$ cat config.mk
export PLATFORM = sky130hd
export DESIGN_NAME = timer_ocpwm
export DESIGN_NICKNAME = d
export VERILOG_FILES = /design/src/design/timer_ocpwm_pkg.sv /design/src/design/timer_ocpwm.sv
export SDC_FILE = /design/constraint.sdc
export NUM_CORES = 1
export LEC_CHECK = 0
export BUFFER_PORTS_ARGS = -buffer_cell sky130_fd_sc_hd__buf_2
export CAP_MARGIN = 30
export CORE_MARGIN = 3
export CORE_UTILIZATION = 55
export CTS_CLUSTER_DIAMETER = 120
export CTS_CLUSTER_SIZE = 25
export DETAILED_ROUTE_END_ITERATION = 16
export GPL_TIMING_DRIVEN = 0
export MAX_ROUTING_LAYER = met4
export PLACE_DENSITY = 0.77
export SYNTH_ARGS = -nofsm -noshare
export SYNTH_HDL_FRONTEND = slang
export SYNTH_SLANG_ARGS = --single-unit
$ cat constraint.sdc
create_clock -name clk_i -period 3.85 [get_ports clk_i]
set_clock_uncertainty 0.05 [all_clocks]
set_input_delay 0.1925 -clock clk_i [delete_from_list [all_inputs] [get_ports clk_i]]
set_output_delay 0.1925 -clock clk_i [all_outputs]
set_load 0.02 [all_outputs]
$ cat src/design/timer_ocpwm_pkg.sv
// Package: constants for the timer output-compare and PWM block
package timer_ocpwm_pkg;
  // ==========================================================
  // Widths
  localparam int CNT_W = 16;
  localparam int ADR_W = 8;
  localparam int PS_W = 3;
  localparam int PRESC_W = 7;
  typedef logic [CNT_W-1:0] count_t;
  // ==========================================================
  // Register byte offsets
  localparam logic [ADR_W-1:0] OFS_TIMER_SC = 8'h00;
  localparam logic [ADR_W-1:0] OFS_COUNTER = 8'h04;
  localparam logic [ADR_W-1:0] OFS_MODULO = 8'h08;
  localparam logic [ADR_W-1:0] OFS_CHAN0_SC = 8'h0C;
  localparam logic [ADR_W-1:0] OFS_CHAN0_VAL = 8'h10;
  localparam logic [ADR_W-1:0] OFS_CHAN1_SC = 8'h14;
  localparam logic [ADR_W-1:0] OFS_CHAN1_VAL = 8'h18;
  // ==========================================================
  // Timer status/control fields
  localparam int TSC_OVF_FLAG = 7;
  localparam int TSC_OVF_IE = 6;
  localparam int TSC_HALT = 5;
  localparam int TSC_RESET = 4;
  localparam int TSC_PS_LSB = 0;
  // ==========================================================
  // Channel status/control fields
  localparam int CSC_FLAG = 7;
  localparam int CSC_IE = 6;
  localparam int CSC_MODE_HI = 5;
  localparam int CSC_MODE_LO = 4;
  localparam int CSC_ELS_LSB = 2;
  localparam int CSC_TOV = 1;
  localparam int CSC_MAX = 0;
  // ==========================================================
  // Edge/level select encodings and other values
  localparam logic [1:0] ELS_OFF = 2'h0;
  localparam logic [1:0] ELS_TOGGLE = 2'h1;
  localparam logic [1:0] ELS_CLEAR = 2'h2;
  localparam logic [1:0] ELS_SET = 2'h3;
  localparam logic [PS_W-1:0] PS_EXT_CLK = 3'h7;
  localparam count_t MODULO_RESET = 16'hFFFF;
  localparam count_t COUNT_ZERO = 16'h0000;
  localparam count_t COUNT_ONE = 16'h0001;
  localparam logic [PRESC_W-1:0] PRESC_ZERO = 7'h00;
  localparam logic [PRESC_W-1:0] PRESC_ONE = 7'h01;
  localparam logic [31:0] DATA_ZERO = 32'h00000000;
endpackage

$ cat src/design/timer_ocpwm.sv
// Two-channel 16-bit timer: output compare, PWM, linked buffered channel, Wishbone slave
// Notes on behaviour
// RQ1 - Counter equal to channel value sets, clears or toggles the pin; flag may interrupt.
// RQ2 - Unbuffered value writes act at once; a passed new value gives no compare.
// RQ3 - Software lowering a value writes it in the compare service routine.
// RQ4 - Software raising a value writes it in the overflow service routine.
// RQ5 - Channel 0 upper mode bit links both channels; output only on channel 0 pin.
// RQ6 - Linked: channel 0 value first; last written pair takes over at each overflow.
// RQ7 - Linked: channel 0 control governs; channel 1 control unused, its pin released.
// RQ8 - Linked: software writes only the inactive pair; active write acts unbuffered.
// RQ9 - Toggle-on-overflow toggles the pin when counter reaches modulo.
// RQ10 - Pulse width is the time from overflow to compare match.
// RQ11 - Software picks clear action for high pulses, set action for low pulses.
// RQ12 - Divide by one and modulo 255 give a 256-cycle period.
// RQ13 - Value 128 with period 256 gives half duty.
// RQ14 - Software never uses toggle compare action for PWM.
// RQ15 - Software follows stop, reset, modulo, width, mode, toggle, edge, release order.
// RQ16 - Edge code 1:0 clears on compare, 1:1 sets on compare.
// RQ17 - Upper mode bit set overrides the lower mode bit: linked buffered mode.
// RQ18 - Toggle-on-overflow clear: no overflow toggle, compares hold pin, 0% duty.
// RQ19 - Maximum-duty and toggle-on-overflow both set give constant 100% duty.
// RQ20 - Counter reaching modulo sets overflow flag; interrupt request when enabled.
// RQ21 - Each output compare sets the channel flag; interrupt request when enabled.
// RQ22 - Counter reset bit clears counter and prescaler; self-clears, reads zero.
// RQ23 - At most one compare action per channel per counter increment.
//
// Added by the designer: the Wishbone slave port and the placing of the registers.
module timer_ocpwm
  import timer_ocpwm_pkg::*;
(
  // Clock and reset
  input wire logic clk_i,
  input wire logic rst_i,
  // Wishbone slave
  input wire logic cyc_i,
  input wire logic stb_i,
  input wire logic we_i,
  input wire logic [timer_ocpwm_pkg::ADR_W-1:0] adr_i,
  input wire logic [3:0] sel_i,
  input wire logic [31:0] dat_i,
  output logic [31:0] dat_o,
  output logic ack_o,
  // External counter clock pin
  input wire logic ext_clk_i,
  // Channel pins
  output logic chan0_pin_o,
  output logic chan0_pin_oe_o,
  output logic chan1_pin_o,
  output logic chan1_pin_oe_o,
  // Events and requests
  output logic overflow_evt_o,
  output logic overflow_irq_o,
  output logic [1:0] chan_irq_o
);
  import timer_ocpwm_pkg::*;

  // ==========================================================
  // State
  logic ack_reg, ack_next;
  logic [31:0] rdat_reg, rdat_next;
  logic ovf_flag_reg, ovf_flag_next;
  logic ovf_arm_reg, ovf_arm_next;
  logic ovf_ie_reg, ovf_ie_next;
  logic halt_reg, halt_next;
  logic [PS_W-1:0] ps_reg, ps_next;
  logic [PRESC_W-1:0] presc_reg, presc_next;
  logic ext_d_reg, ext_d_next;
  count_t cnt_reg, cnt_next;
  count_t mod_reg, mod_next;
  logic link_reg, link_next;
  logic active_reg, active_next;
  logic last_reg, last_next;
  logic ovf_evt_reg, ovf_evt_next;
  logic [1:0] flag_reg, flag_next;
  logic [1:0] arm_reg, arm_next;
  logic [1:0] ie_reg, ie_next;
  logic [1:0] mlo_reg, mlo_next;
  logic [1:0] tov_reg, tov_next;
  logic [1:0] max_reg, max_next;
  logic [1:0] pin_reg, pin_next;
  logic [1:0] els_reg [2];
  logic [1:0] els_next [2];
  count_t val_reg [2];
  count_t val_next [2];

  // ==========================================================
  // Shared combinational terms
  logic req, wr, rd, tick, ovf_evt;
  logic [PRESC_W-1:0] presc_mask;
  count_t cnt_inc;
  count_t cmp_val [2];
  logic [1:0] oc_en, cmp_hit;

  assign req = cyc_i && stb_i;
  assign wr = req && we_i && ack_reg;
  assign rd = req && !we_i && ack_reg;
  assign presc_mask = PRESC_W'((PRESC_ONE << ps_reg) - PRESC_ONE);
  assign tick = !halt_reg && ((ps_reg == PS_EXT_CLK) ? (ext_clk_i && !ext_d_reg)
                                                     : ((presc_reg & presc_mask) == presc_mask));
  assign ovf_evt = tick && (cnt_reg == mod_reg); // RQ9 RQ12
  assign cnt_inc = ovf_evt ? COUNT_ZERO : CNT_W'(cnt_reg + COUNT_ONE);
  // Linked mode feeds channel 0 from the active pair
  assign cmp_val[0] = (link_reg && active_reg) ? val_reg[1] : val_reg[0]; // RQ6
  assign cmp_val[1] = val_reg[1];
  assign oc_en[0] = (link_reg || mlo_reg[0]) && (els_reg[0] != ELS_OFF); // RQ5 RQ17
  assign oc_en[1] = !link_reg && mlo_reg[1] && (els_reg[1] != ELS_OFF); // RQ7
  // Compare evaluated only on an increment, against the live value
  assign cmp_hit[0] = tick && oc_en[0] && (cnt_inc == cmp_val[0]); // RQ2 RQ23
  assign cmp_hit[1] = tick && oc_en[1] && (cnt_inc == cmp_val[1]); // RQ2 RQ23

  // ==========================================================
  // Next-state logic
  always_comb begin
    ack_next = req && !ack_reg;
    rdat_next = DATA_ZERO;
    ovf_flag_next = ovf_flag_reg;
    ovf_arm_next = ovf_arm_reg;
    ovf_ie_next = ovf_ie_reg;
    halt_next = halt_reg;
    ps_next = ps_reg;
    ext_d_next = ext_clk_i;
    presc_next = (halt_reg || ps_reg == PS_EXT_CLK) ? presc_reg : PRESC_W'(presc_reg + PRESC_ONE);
    cnt_next = tick ? cnt_inc : cnt_reg;
    mod_next = mod_reg;
    link_next = link_reg;
    active_next = active_reg;
    last_next = last_reg;
    ovf_evt_next = ovf_evt;
    flag_next = flag_reg;
    arm_next = arm_reg;
    ie_next = ie_reg;
    mlo_next = mlo_reg;
    tov_next = tov_reg;
    max_next = max_reg;
    pin_next = pin_reg;
    els_next = els_reg;
    val_next = val_reg;
    // Read data, captured when the answer is prepared
    if (req && !we_i && !ack_reg) begin
      unique case (adr_i)
        OFS_TIMER_SC: rdat_next = {24'h000000, ovf_flag_reg, ovf_ie_reg, halt_reg, 2'h0, ps_reg}; // RQ22
        OFS_COUNTER: rdat_next = {16'h0000, cnt_reg};
        OFS_MODULO: rdat_next = {16'h0000, mod_reg};
        OFS_CHAN0_SC: rdat_next = {24'h000000, flag_reg[0], ie_reg[0], link_reg, mlo_reg[0],
                                   els_reg[0], tov_reg[0], max_reg[0]};
        OFS_CHAN0_VAL: rdat_next = {16'h0000, val_reg[0]};
        OFS_CHAN1_SC: rdat_next = {24'h000000, flag_reg[1], ie_reg[1], 1'b0, mlo_reg[1],
                                   els_reg[1], tov_reg[1], max_reg[1]};
        OFS_CHAN1_VAL: rdat_next = {16'h0000, val_reg[1]};
        default: rdat_next = DATA_ZERO;
      endcase
    end
    // Reading a set flag arms its clear
    if (rd && adr_i == OFS_TIMER_SC && ovf_flag_reg) begin
      ovf_arm_next = 1'b1;
    end
    if (rd && adr_i == OFS_CHAN0_SC && flag_reg[0]) begin
      arm_next[0] = 1'b1;
    end
    if (rd && adr_i == OFS_CHAN1_SC && flag_reg[1]) begin
      arm_next[1] = 1'b1;
    end
    // Register writes, taken on the edge that sees ack
    if (wr && sel_i[0]) begin
      unique case (adr_i)
        OFS_TIMER_SC: begin
          if (!dat_i[TSC_OVF_FLAG] && ovf_arm_reg) begin
            ovf_flag_next = 1'b0;
            ovf_arm_next = 1'b0;
          end
          ovf_ie_next = dat_i[TSC_OVF_IE];
          halt_next = dat_i[TSC_HALT];
          ps_next = dat_i[TSC_PS_LSB +: PS_W];
          if (dat_i[TSC_RESET]) begin
            cnt_next = COUNT_ZERO; // RQ22
            presc_next = PRESC_ZERO; // RQ22
          end
        end
        OFS_CHAN0_SC, OFS_CHAN1_SC: begin
          for (int i = 0; i < 2; i++) begin
            if (adr_i == ((i == 0) ? OFS_CHAN0_SC : OFS_CHAN1_SC)) begin
              if (!dat_i[CSC_FLAG] && arm_reg[i]) begin
                flag_next[i] = 1'b0;
                arm_next[i] = 1'b0;
              end
              ie_next[i] = dat_i[CSC_IE];
              mlo_next[i] = dat_i[CSC_MODE_LO];
              els_next[i] = dat_i[CSC_ELS_LSB +: 2];
              tov_next[i] = dat_i[CSC_TOV];
              max_next[i] = dat_i[CSC_MAX];
            end
          end
          if (adr_i == OFS_CHAN0_SC) begin
            link_next = dat_i[CSC_MODE_HI]; // RQ5
          end
        end
        default: ;
      endcase
    end
    // Value and modulo writes per byte lane
    for (int b = 0; b < 2; b++) begin
      if (wr && sel_i[b]) begin
        if (adr_i == OFS_MODULO) begin
          mod_next[8*b +: 8] = dat_i[8*b +: 8];
        end
        if (adr_i == OFS_CHAN0_VAL) begin
          val_next[0][8*b +: 8] = dat_i[8*b +: 8]; // RQ2
          last_next = 1'b0; // RQ6
        end
        if (adr_i == OFS_CHAN1_VAL) begin
          val_next[1][8*b +: 8] = dat_i[8*b +: 8]; // RQ2
          last_next = 1'b1; // RQ6
        end
      end
    end
    // Linked pair swap at overflow; unlinked restarts on pair 0
    if (!link_reg) begin
      active_next = 1'b0;
      last_next = 1'b0;
    end else if (ovf_evt) begin
      active_next = last_reg; // RQ6
    end
    // Pin actions, hardware sets of flags win over clears
    if (ovf_evt) begin
      ovf_flag_next = 1'b1; // RQ20
    end
    for (int i = 0; i < 2; i++) begin
      if (ovf_evt && tov_reg[i]) begin
        pin_next[i] = !pin_next[i]; // RQ9 RQ10 RQ18
      end
      if (cmp_hit[i]) begin
        flag_next[i] = 1'b1; // RQ1 RQ21
        unique case (els_reg[i])
          ELS_TOGGLE: pin_next[i] = !pin_next[i]; // RQ1
          ELS_CLEAR: pin_next[i] = 1'b0; // RQ16 RQ10 RQ13
          ELS_SET: pin_next[i] = 1'b1; // RQ16
          default: ;
        endcase
      end
      if (max_reg[i] && tov_reg[i]) begin
        pin_next[i] = (els_reg[i] != ELS_SET); // RQ19
      end
    end
  end

  // ==========================================================
  // Registers
  always_ff @(posedge clk_i) begin
    if (rst_i) begin
      ack_reg <= 1'b0;
      rdat_reg <= DATA_ZERO;
      ovf_flag_reg <= 1'b0;
      ovf_arm_reg <= 1'b0;
      ovf_ie_reg <= 1'b0;
      halt_reg <= 1'b1;
      ps_reg <= '0;
      presc_reg <= PRESC_ZERO;
      ext_d_reg <= 1'b0;
      cnt_reg <= COUNT_ZERO;
      mod_reg <= MODULO_RESET;
      link_reg <= 1'b0;
      active_reg <= 1'b0;
      last_reg <= 1'b0;
      ovf_evt_reg <= 1'b0;
      flag_reg <= '0;
      arm_reg <= '0;
      ie_reg <= '0;
      mlo_reg <= '0;
      tov_reg <= '0;
      max_reg <= '0;
      pin_reg <= '0;
      els_reg <= '{ELS_OFF, ELS_OFF};
      val_reg <= '{COUNT_ZERO, COUNT_ZERO};
    end else begin
      ack_reg <= ack_next;
      rdat_reg <= rdat_next;
      ovf_flag_reg <= ovf_flag_next;
      ovf_arm_reg <= ovf_arm_next;
      ovf_ie_reg <= ovf_ie_next;
      halt_reg <= halt_next;
      ps_reg <= ps_next;
      presc_reg <= presc_next;
      ext_d_reg <= ext_d_next;
      cnt_reg <= cnt_next;
      mod_reg <= mod_next;
      link_reg <= link_next;
      active_reg <= active_next;
      last_reg <= last_next;
      ovf_evt_reg <= ovf_evt_next;
      flag_reg <= flag_next;
      arm_reg <= arm_next;
      ie_reg <= ie_next;
      mlo_reg <= mlo_next;
      tov_reg <= tov_next;
      max_reg <= max_next;
      pin_reg <= pin_next;
      els_reg <= els_next;
      val_reg <= val_next;
    end
  end

  // ==========================================================
  // Outputs
  assign ack_o = ack_reg;
  assign dat_o = rdat_reg;
  assign chan0_pin_o = pin_reg[0];
  assign chan0_pin_oe_o = oc_en[0]; // RQ5
  assign chan1_pin_o = pin_reg[1];
  assign chan1_pin_oe_o = oc_en[1]; // RQ7
  assign overflow_evt_o = ovf_evt_reg;
  assign overflow_irq_o = ovf_flag_reg && ovf_ie_reg; // RQ20
  assign chan_irq_o = flag_reg & ie_reg; // RQ21

  // ==========================================================
  // Assertions
  a_ovf_sets_flag: assert property (@(posedge clk_i) disable iff (rst_i) // RQ20
    ovf_evt |=> ovf_flag_reg && cnt_reg == COUNT_ZERO) else $error("overflow did not set flag");
  a_cmp_sets_flag: assert property (@(posedge clk_i) disable iff (rst_i) // RQ21
    cmp_hit[0] |=> flag_reg[0]) else $error("compare did not set channel flag");
  a_clear_action: assert property (@(posedge clk_i) disable iff (rst_i) // RQ16
    cmp_hit[0] && els_reg[0] == ELS_CLEAR && !(max_reg[0] && tov_reg[0]) |=> !chan0_pin_o)
    else $error("clear on compare failed");
  a_set_action: assert property (@(posedge clk_i) disable iff (rst_i) // RQ16
    cmp_hit[0] && els_reg[0] == ELS_SET && !(max_reg[0] && tov_reg[0]) |=> chan0_pin_o)
    else $error("set on compare failed");
  a_full_duty: assert property (@(posedge clk_i) disable iff (rst_i) // RQ19
    max_reg[0] && tov_reg[0] && els_reg[0] == ELS_CLEAR ##1 max_reg[0] && tov_reg[0] |-> chan0_pin_o)
    else $error("full duty not held");
  a_no_tov_hold: assert property (@(posedge clk_i) disable iff (rst_i) // RQ18
    ovf_evt && !tov_reg[0] && !cmp_hit[0] && !max_reg[0] |=> $stable(chan0_pin_o))
    else $error("pin moved at overflow without toggle enable");
  a_tov_toggle: assert property (@(posedge clk_i) disable iff (rst_i) // RQ9
    ovf_evt && tov_reg[1] && !cmp_hit[1] && !max_reg[1] |=> chan1_pin_o != $past(chan1_pin_o))
    else $error("no toggle at overflow");
  a_link_swap: assert property (@(posedge clk_i) disable iff (rst_i) // RQ6
    link_reg && link_next && ovf_evt |=> active_reg == $past(last_reg)) else $error("pair not swapped");
  a_link_pin1: assert property (@(posedge clk_i) disable iff (rst_i) // RQ7
    link_reg |-> !chan1_pin_oe_o && !cmp_hit[1]) else $error("channel 1 active while linked");
  a_reset_bit: assert property (@(posedge clk_i) disable iff (rst_i) // RQ22
    wr && sel_i[0] && adr_i == OFS_TIMER_SC && dat_i[TSC_RESET] |=> cnt_reg == COUNT_ZERO
      && presc_reg == PRESC_ZERO) else $error("counter reset bit had no effect");
  a_one_cmp: assert property (@(posedge clk_i) disable iff (rst_i) // RQ23
    cmp_hit[0] && !(wr && adr_i == OFS_TIMER_SC) |=> cnt_reg == $past(cmp_val[0])
      && (!cmp_hit[0] || cnt_inc != cnt_reg)) else $error("repeat compare without increment");
  a_wb_ack: assert property (@(posedge clk_i) disable iff (rst_i)
    req && !ack_o |=> ack_o ##1 !ack_o) else $error("ack not a single cycle after request");
endmodule

# Word-level counts from Yosys, hierarchy flattened

Cells that the tools add are included.

Bits of input ports: 50
Register bits: 134
Logic and storage cells: 186
Output and inout bits: 41

Reduce and logical (&&, ||, !) cells: 75
Bitwise gates (word level): 4
Muxes and demuxes: 50
Shifts and indexed selects: 1
$add $sub $neg: 3
Eq/ne operators: 19

Operator list:

| cell                  | count |
|---|---|
| $pmux 16 s7           | 1 |
| $mux 16               | 6 |
| $eq 16x16->1          | 3 |
| $logic_and 1x1->1     | 34 |
| $mux 1                | 33 |
| $mux 7                | 4 |
| $reduce_bool 2->1     | 13 |
| $eq 8x5->1 const B    | 3 |
| $add 16x1->16 const B | 1 |
| $eq 8x4->1 const B    | 2 |
| $reduce_and 2->1      | 7 |
| $logic_not 1->1       | 10 |
| $reduce_and 3->1      | 3 |
| $eq 2x2->1 const B    | 4 |
| $eq 8x3->1 const B    | 1 |
| $logic_not 8->1       | 1 |
| $mux 2                | 4 |
| $reduce_and 4->1      | 2 |
| $add 7x1->7 const B   | 1 |
| $and 7x7->7           | 1 |
| $eq 7x7->1            | 1 |
| $shl 1x3->7 const A   | 1 |
| $sub 7x1->7 const B   | 1 |
| $pmux 1 s3            | 2 |
| other kinds (7)       | 13 |

# Longest topological paths before layout

Depth in word-level cells: 13
Mapped depth: 14
Gate-level depth less buffers: 11

# Least setup slack after synthesis

No wires, ideal clock.

Path type: reg2reg
Start point: register ps_reg[1]
End point: register pin_reg[0]
Arrival: 2.814 ns
Setup slack: 0.861 ns
Library setup time: 0.125 ns
Required time: 3.675 ns
Path buffers: 2
Period minus slack after synthesis: 2.989 ns
Cell stages (with the launch flop): 11
Cells stage by stage: dfxtp_1 > buf_6 > or3_1 > ha_1 > mux2i_1 > o311a_2 > and3_1 > buf_6 > or4_1 > a2111o_1 > mux2i_1

Cells in the longest elaborated chain, start to end: 13
Elaborated cells on any way between the ends: 18
Classes of those cells: add/sub (1); eq/ne (3); shift (1); mux (6); bitwise (1); reduce/logical (6)

RTL lines:

| what                     | line               | text |
|---|---|---|
| start: declaration       | timer_ocpwm.sv:65  | `logic [PS_W-1:0] ps_reg, ps_next;` |
| start signal: assignment | timer_ocpwm.sv:281 | `ps_reg <= ps_next;` |
| $shl 1x3->7              | timer_ocpwm.sv:97  | `assign presc_mask = PRESC_W'((PRESC_ONE << ps_reg) - PRESC_ONE);` |
| $sub 7x1->7              | timer_ocpwm.sv:97  |  |
| $and 7x7->7              | timer_ocpwm.sv:99  | `: ((presc_reg & presc_mask) == presc_mask));` |
| $eq 7x7->1               | timer_ocpwm.sv:99  |  |
| $mux 1 (*)               | timer_ocpwm.sv:98  | `assign tick = !halt_reg && ((ps_reg == PS_EXT_CLK) ? (ext_clk_i && !ext_d_reg)` |
| $logic_and 1x1->1 (*)    | timer_ocpwm.sv:98  |  |
| $logic_and 1x1->1        | timer_ocpwm.sv:100 | `assign ovf_evt = tick && (cnt_reg == mod_reg);` |
| $logic_and 1x1->1        | timer_ocpwm.sv:228 | `if (ovf_evt && tov_reg[i]) begin` |
| $mux 1                   | timer_ocpwm.sv:228 |  |
| $logic_not 1->1          | timer_ocpwm.sv:234 | `ELS_TOGGLE: pin_next[i] = !pin_next[i];` |
| $pmux 1 s3               | timer_ocpwm.sv:233 | `unique case (els_reg[i])` |
| $mux 1 (*)               | timer_ocpwm.sv:231 | `if (cmp_hit[i]) begin` |
| $mux 1 (*)               | timer_ocpwm.sv:240 | `if (max_reg[i] && tov_reg[i]) begin` |
| end signal: assignment   | timer_ocpwm.sv:296 | `pin_reg <= pin_next;` |
| end: declaration         | timer_ocpwm.sv:80  | `logic [1:0] pin_reg, pin_next;` |

Mark *: on every way between the ends. The rest lies on a longest branch, timed or not.
A chain may end at the register's enable or synchronous reset.

# Worst setup path after layout

Start point: register ps_reg[1]
End point: register pin_reg[1]

Same word-level chain as after synthesis.

==> summary.md <==
| Metric | Value |
|---|---|
| Post-synthesis adder-cell area fraction | `0.564%` |
| Antenna violations before repair | `0` |
| Worst path slowest cell | `sky130_fd_sc_hd__or4_4` |
| Overall routed net length | `21800 microns` |
| Number of buffers created by CTS | `17` |
| Area growth, synth to finish | `18.6%` |
| Clock tree root buffer cell | `sky130_fd_sc_hd__clkbuf_16` |
| Leakage component of the power | `0.00294 uW` |
| Multiplexer area fraction after synthesis | `3.82%` |
| Power density relative to cell area | `379 nW/um^2` |
| Type of the worst setup path | `flip-flop to flip-flop` |
| Internal power | `2300 uW` |
| Number of antenna repair diodes | `0` |
| Fraction of layout instances using a drive strength above 1 | `14.6%` |
| Highest Clock Rate | `0.294 GHz` |
| Minimum clock period after layout | `3.41 ns` |
| Worst Hold Class | `primary input to flip-flop` |
| Data arrival time of the critical path | `3.67 ns` |
| Startpoint Class | `flip-flop` |
| Post-layout total power | `2990 uW` |
| Hold Worst Slack | `0.0424 ns` |
| Initial core utilization | `57.3%` |
| # fillers | `1015` |
| Nets@finish | `991` |
| Switching power as a share of total power | `23.0%` |
| Post-synth ARST share | `0%` |
| Syn. warnings | `0` |
| Vertical die dimension | `116 microns` |
| Setup repair after global routing missed its margin | `false` |
| Final count of hold timing violations | `0` |
| Max Buffers Root-to-Sink | `2` |
| Part of the Yosys area used for sequential elements | `35.5%` |
| GRT overflow | `0` |
| Net switching power of the design | `689 uW` |
| Compound-Gate Fraction of Synth Area | `19.4%` |
| Cell repeated most along the worst path | `sky130_fd_sc_hd__mux2i_1` |
| Result of the run | `finished, final reports clean` |
| Flops & latches, synth | `118` |
| Clock-pin slew reported for the worst setup and hold paths after clock tree synthesis | `0.06 ns` |
| Logic pwr share | `3.6%` |
| Wire length per cell | `20.0 microns` |
| Iteration-0 DRC count of the detailed router | `1063` |
| Kind of end point of the critical path | `flip-flop` |
| Setup-failing EPs final | `0` |
| Synthesized cell area | `6650 sq um` |
| Maximum fanout along the worst path | `10` |
| Sequential share of power | `40.9%` |
| Critical path, cell by cell | `buf_6 -> or3_1 -> ha_1 -> nor2b_1 -> mux2i_1 -> a31o_2 -> nand3_2 -> buf_2 -> o32ai_1 -> o21ai_0 -> or4_4 -> mux2i_1` |
| Maximum level of the CTS H-tree | `4` |
| Floorplan die width | `116 microns` |
| Headroom to the max-slew limit | `47.6%` |
| Library cells used by synthesis | `71` |
| Die outline area | `13500 sq um` |
| Clock share of power | `55.6%` |
| Pre-antenna DRT Iters | `7` |
| Delay of the slowest critical-path stage | `0.50 ns` |
| Total via count after detailed routing | `6926` |
| Dominant combinational cell family by area after synthesis | `simple AND/OR/NAND/NOR gates` |
| Via count of the first global-routing pass | `6201` |
| DP Area | `7170 sq um` |
| Xor-xnor portion of the synthesized cell area | `6.70%` |
| Final standard cell area without fillers | `7890 sq um` |
| Final worst path period share | `88.5%` |
| Sink count of the clock tree | `118` |
| Max-cap check violation count | `0` |
| Post-synth top flop | `sky130_fd_sc_hd__dfxtp_1` |
| IO buf count | `55` |
| IR Drop Worst-Case VDD | `0.416 mV` |
| Gpl congestion | `0.978` |
| Ports placed on the boundary | `91` |
| Number of enable-type register cells in the synthesized netlist | `0` |
| DRC violation count after routing | `0` |
| Wire length of the first global-routing pass | `33800 microns` |
| CTS tree | `done` |
| Area inside the core boundary | `11600 sq um` |
| Synthesized area per cell | `7.95 sq um` |
| Post-DR vias/cell | `6.33` |
| Skew-Pair Late Insertion Delay | `0.43 ns` |
| Maximum number of pins on one net before global-route repair | `17` |
| Total number of placement rows | `39` |
| Gr usage total | `34.1%` |
| Post-Synth Simple-Gate Area | `27.6%` |
| Remaining antenna violation count after routing | `0` |
| Final HPWL from detailed placement | `15600 microns` |
| Required time at the endpoint of the critical path | `4.11 ns` |
| Final total negative setup slack | `0 ns` |
| Max-slew violation count | `0` |
| Synthesized instance count | `837` |
| Transition time of the tightest slew-check pin | `0.786 ns` |
-- layer usage --
metal | vias up | track usage, % | part of all wire [%]
li1 | 3210 | - | -
met3 | 119 | 8.88 | 12
met1 | 3153 | 45.2 | 41
met5 | - | - | 0
met4 | 0 | 16.9 | 5.1
met2 | 444 | 47.9 | 42
-- placed cells by master, fill, tap and decap left out, drive strengths merged, types with 4 or more instances in the layout --
cell type    count
nor2            39
a31oi            9
a22oi           34
nand2b           8
dlygate4sd3     11
dfxtp          118
a21oi           89
xor2            13
clkinv           5
nor3            10
and2             6
and3             9
or4              4
a41oi            5
nand2          134
nor2b            5
xnor2           30
clkbuf          57
inv             10
nor4            12
mux2i           22
or3             11
o21ai           22
buf             94
a222oi           4
nand3b          27
nand3           64
conb            16
nor3b            8
nand4           15
-- worst paths after layout --
| check | startpoint | endpoint | slack [ns] | depth (start not counted) |
|---|---|---|---|---|
| worst min register to register | last_reg | last_reg | 0.41 | 2 |
| worst max register to register | ps_reg[1] | pin_reg[1] | 0.44 | 12 |
| worst min-delay path | dat_i[3] | val_reg[19] | 0.04 | 3 |
| worst max-delay path | ps_reg[1] | pin_reg[1] | 0.44 | 12 |
-- timing repair --
| item | in CTS | in global routing |
|---|---|---|
| hold buffers | 11 | 0 |
| setup buffers | 0 | 0 |
| endpoints found under the hold margin | 23 | 0 |
| resized for setup | 0 | 0 |
-- final cells by class --
type,instances,area [sq um],area share (%)
Sequential cell,118,2360,29.9
Buffer,77,400,5.07
Clock inverter,14,173,2.19
Multi-Input combinational cell,651,3920,49.7
Inverter,6,22.5,0.285
Clock buffer,18,439,5.57
Tap cell,143,179,2.27
Timing Repair Buffer,67,390,4.95
-- Yosys cell counts, types with 3 or more instances --
cell type / instances / share of area, %
sky130_fd_sc_hd__nand2b_1: 8 / 0.75
sky130_fd_sc_hd__nand2_1: 134 / 7.6
sky130_fd_sc_hd__a222oi_1: 4 / 0.60
sky130_fd_sc_hd__xnor2_1: 30 / 3.9
sky130_fd_sc_hd__buf_1: 5 / 0.28
sky130_fd_sc_hd__and3_1: 9 / 0.85
sky130_fd_sc_hd__nor4_1: 9 / 0.85
sky130_fd_sc_hd__nand3b_1: 27 / 3.0
sky130_fd_sc_hd__or4_1: 3 / 0.34
sky130_fd_sc_hd__buf_2: 9 / 0.68
sky130_fd_sc_hd__inv_1: 6 / 0.34
sky130_fd_sc_hd__a31o_2: 3 / 0.40
sky130_fd_sc_hd__nor3_1: 10 / 0.75
sky130_fd_sc_hd__nor3b_1: 8 / 0.90
sky130_fd_sc_hd__nor2_1: 39 / 2.2
sky130_fd_sc_hd__or3_1: 11 / 1.0
sky130_fd_sc_hd__and2_1: 6 / 0.56
sky130_fd_sc_hd__a41oi_1: 5 / 0.66
sky130_fd_sc_hd__nor2b_1: 5 / 0.47
sky130_fd_sc_hd__clkbuf_1: 37 / 2.1
sky130_fd_sc_hd__o21ai_0: 21 / 1.6
sky130_fd_sc_hd__o221ai_1: 3 / 0.40
sky130_fd_sc_hd__a211oi_1: 3 / 0.34
sky130_fd_sc_hd__ha_1: 3 / 0.56
sky130_fd_sc_hd__buf_4: 22 / 2.5
sky130_fd_sc_hd__a31oi_1: 9 / 0.85
sky130_fd_sc_hd__a22oi_1: 34 / 3.8
sky130_fd_sc_hd__nand4_1: 14 / 1.3
sky130_fd_sc_hd__nand3_2: 3 / 0.45
sky130_fd_sc_hd__o22ai_1: 3 / 0.28
sky130_fd_sc_hd__nand3_1: 61 / 4.6
sky130_fd_sc_hd__dfxtp_1: 118 / 36
sky130_fd_sc_hd__a221oi_1: 3 / 0.40
sky130_fd_sc_hd__mux2i_1: 22 / 3.3
sky130_fd_sc_hd__a21oi_1: 89 / 6.7
sky130_fd_sc_hd__mux2_2: 3 / 0.51
sky130_fd_sc_hd__xor2_1: 13 / 1.7
-- worst max-delay path: cells and delay by family, from the launching register on --
| family | cells | cell delay, ns |
|---|---|---|
| simple gates | 4 | 1.18 |
| compound gates | 3 | 0.81 |
| buf+inv | 2 | 0.39 |
| flops | 1 | 0.30 |
| mux | 2 | 0.28 |
| fa+ha+maj | 1 | 0.26 |
-- cell families after synthesis --
| family | after synthesis |
|---|---|
| compound gates | 203 |
| xor+xnor | 46 |
| fa+ha+maj | 3 |
| buf+inv | 83 |
| flops | 118 |
| mux | 25 |
| other cells | 1 |
| simple gates | 358 |
-- stage by stage --
step	setup slack [ns]	cells	utilization, %
floorplan	0.861	852	-
global placement	0.521	1050	61.7
detailed placement	0.561	1051	61.7
CTS	0.500	1094	67.9
global route	0.321	1094	67.9
finish	0.444	1094	67.9
-- power groups by stage --
stage | combinational [uW] | clock (uW) | sequential, uW
global placement | 93.8 | 0 | 1250
finish | 106 | 1660 | 1220
floorplan | 51.9 | 0 | 1250
global route | 112 | 1720 | 1220
CTS | 102 | 1670 | 1220
detailed placement | 93.3 | 0 | 1250
Power figures use the tool's default switching activity.
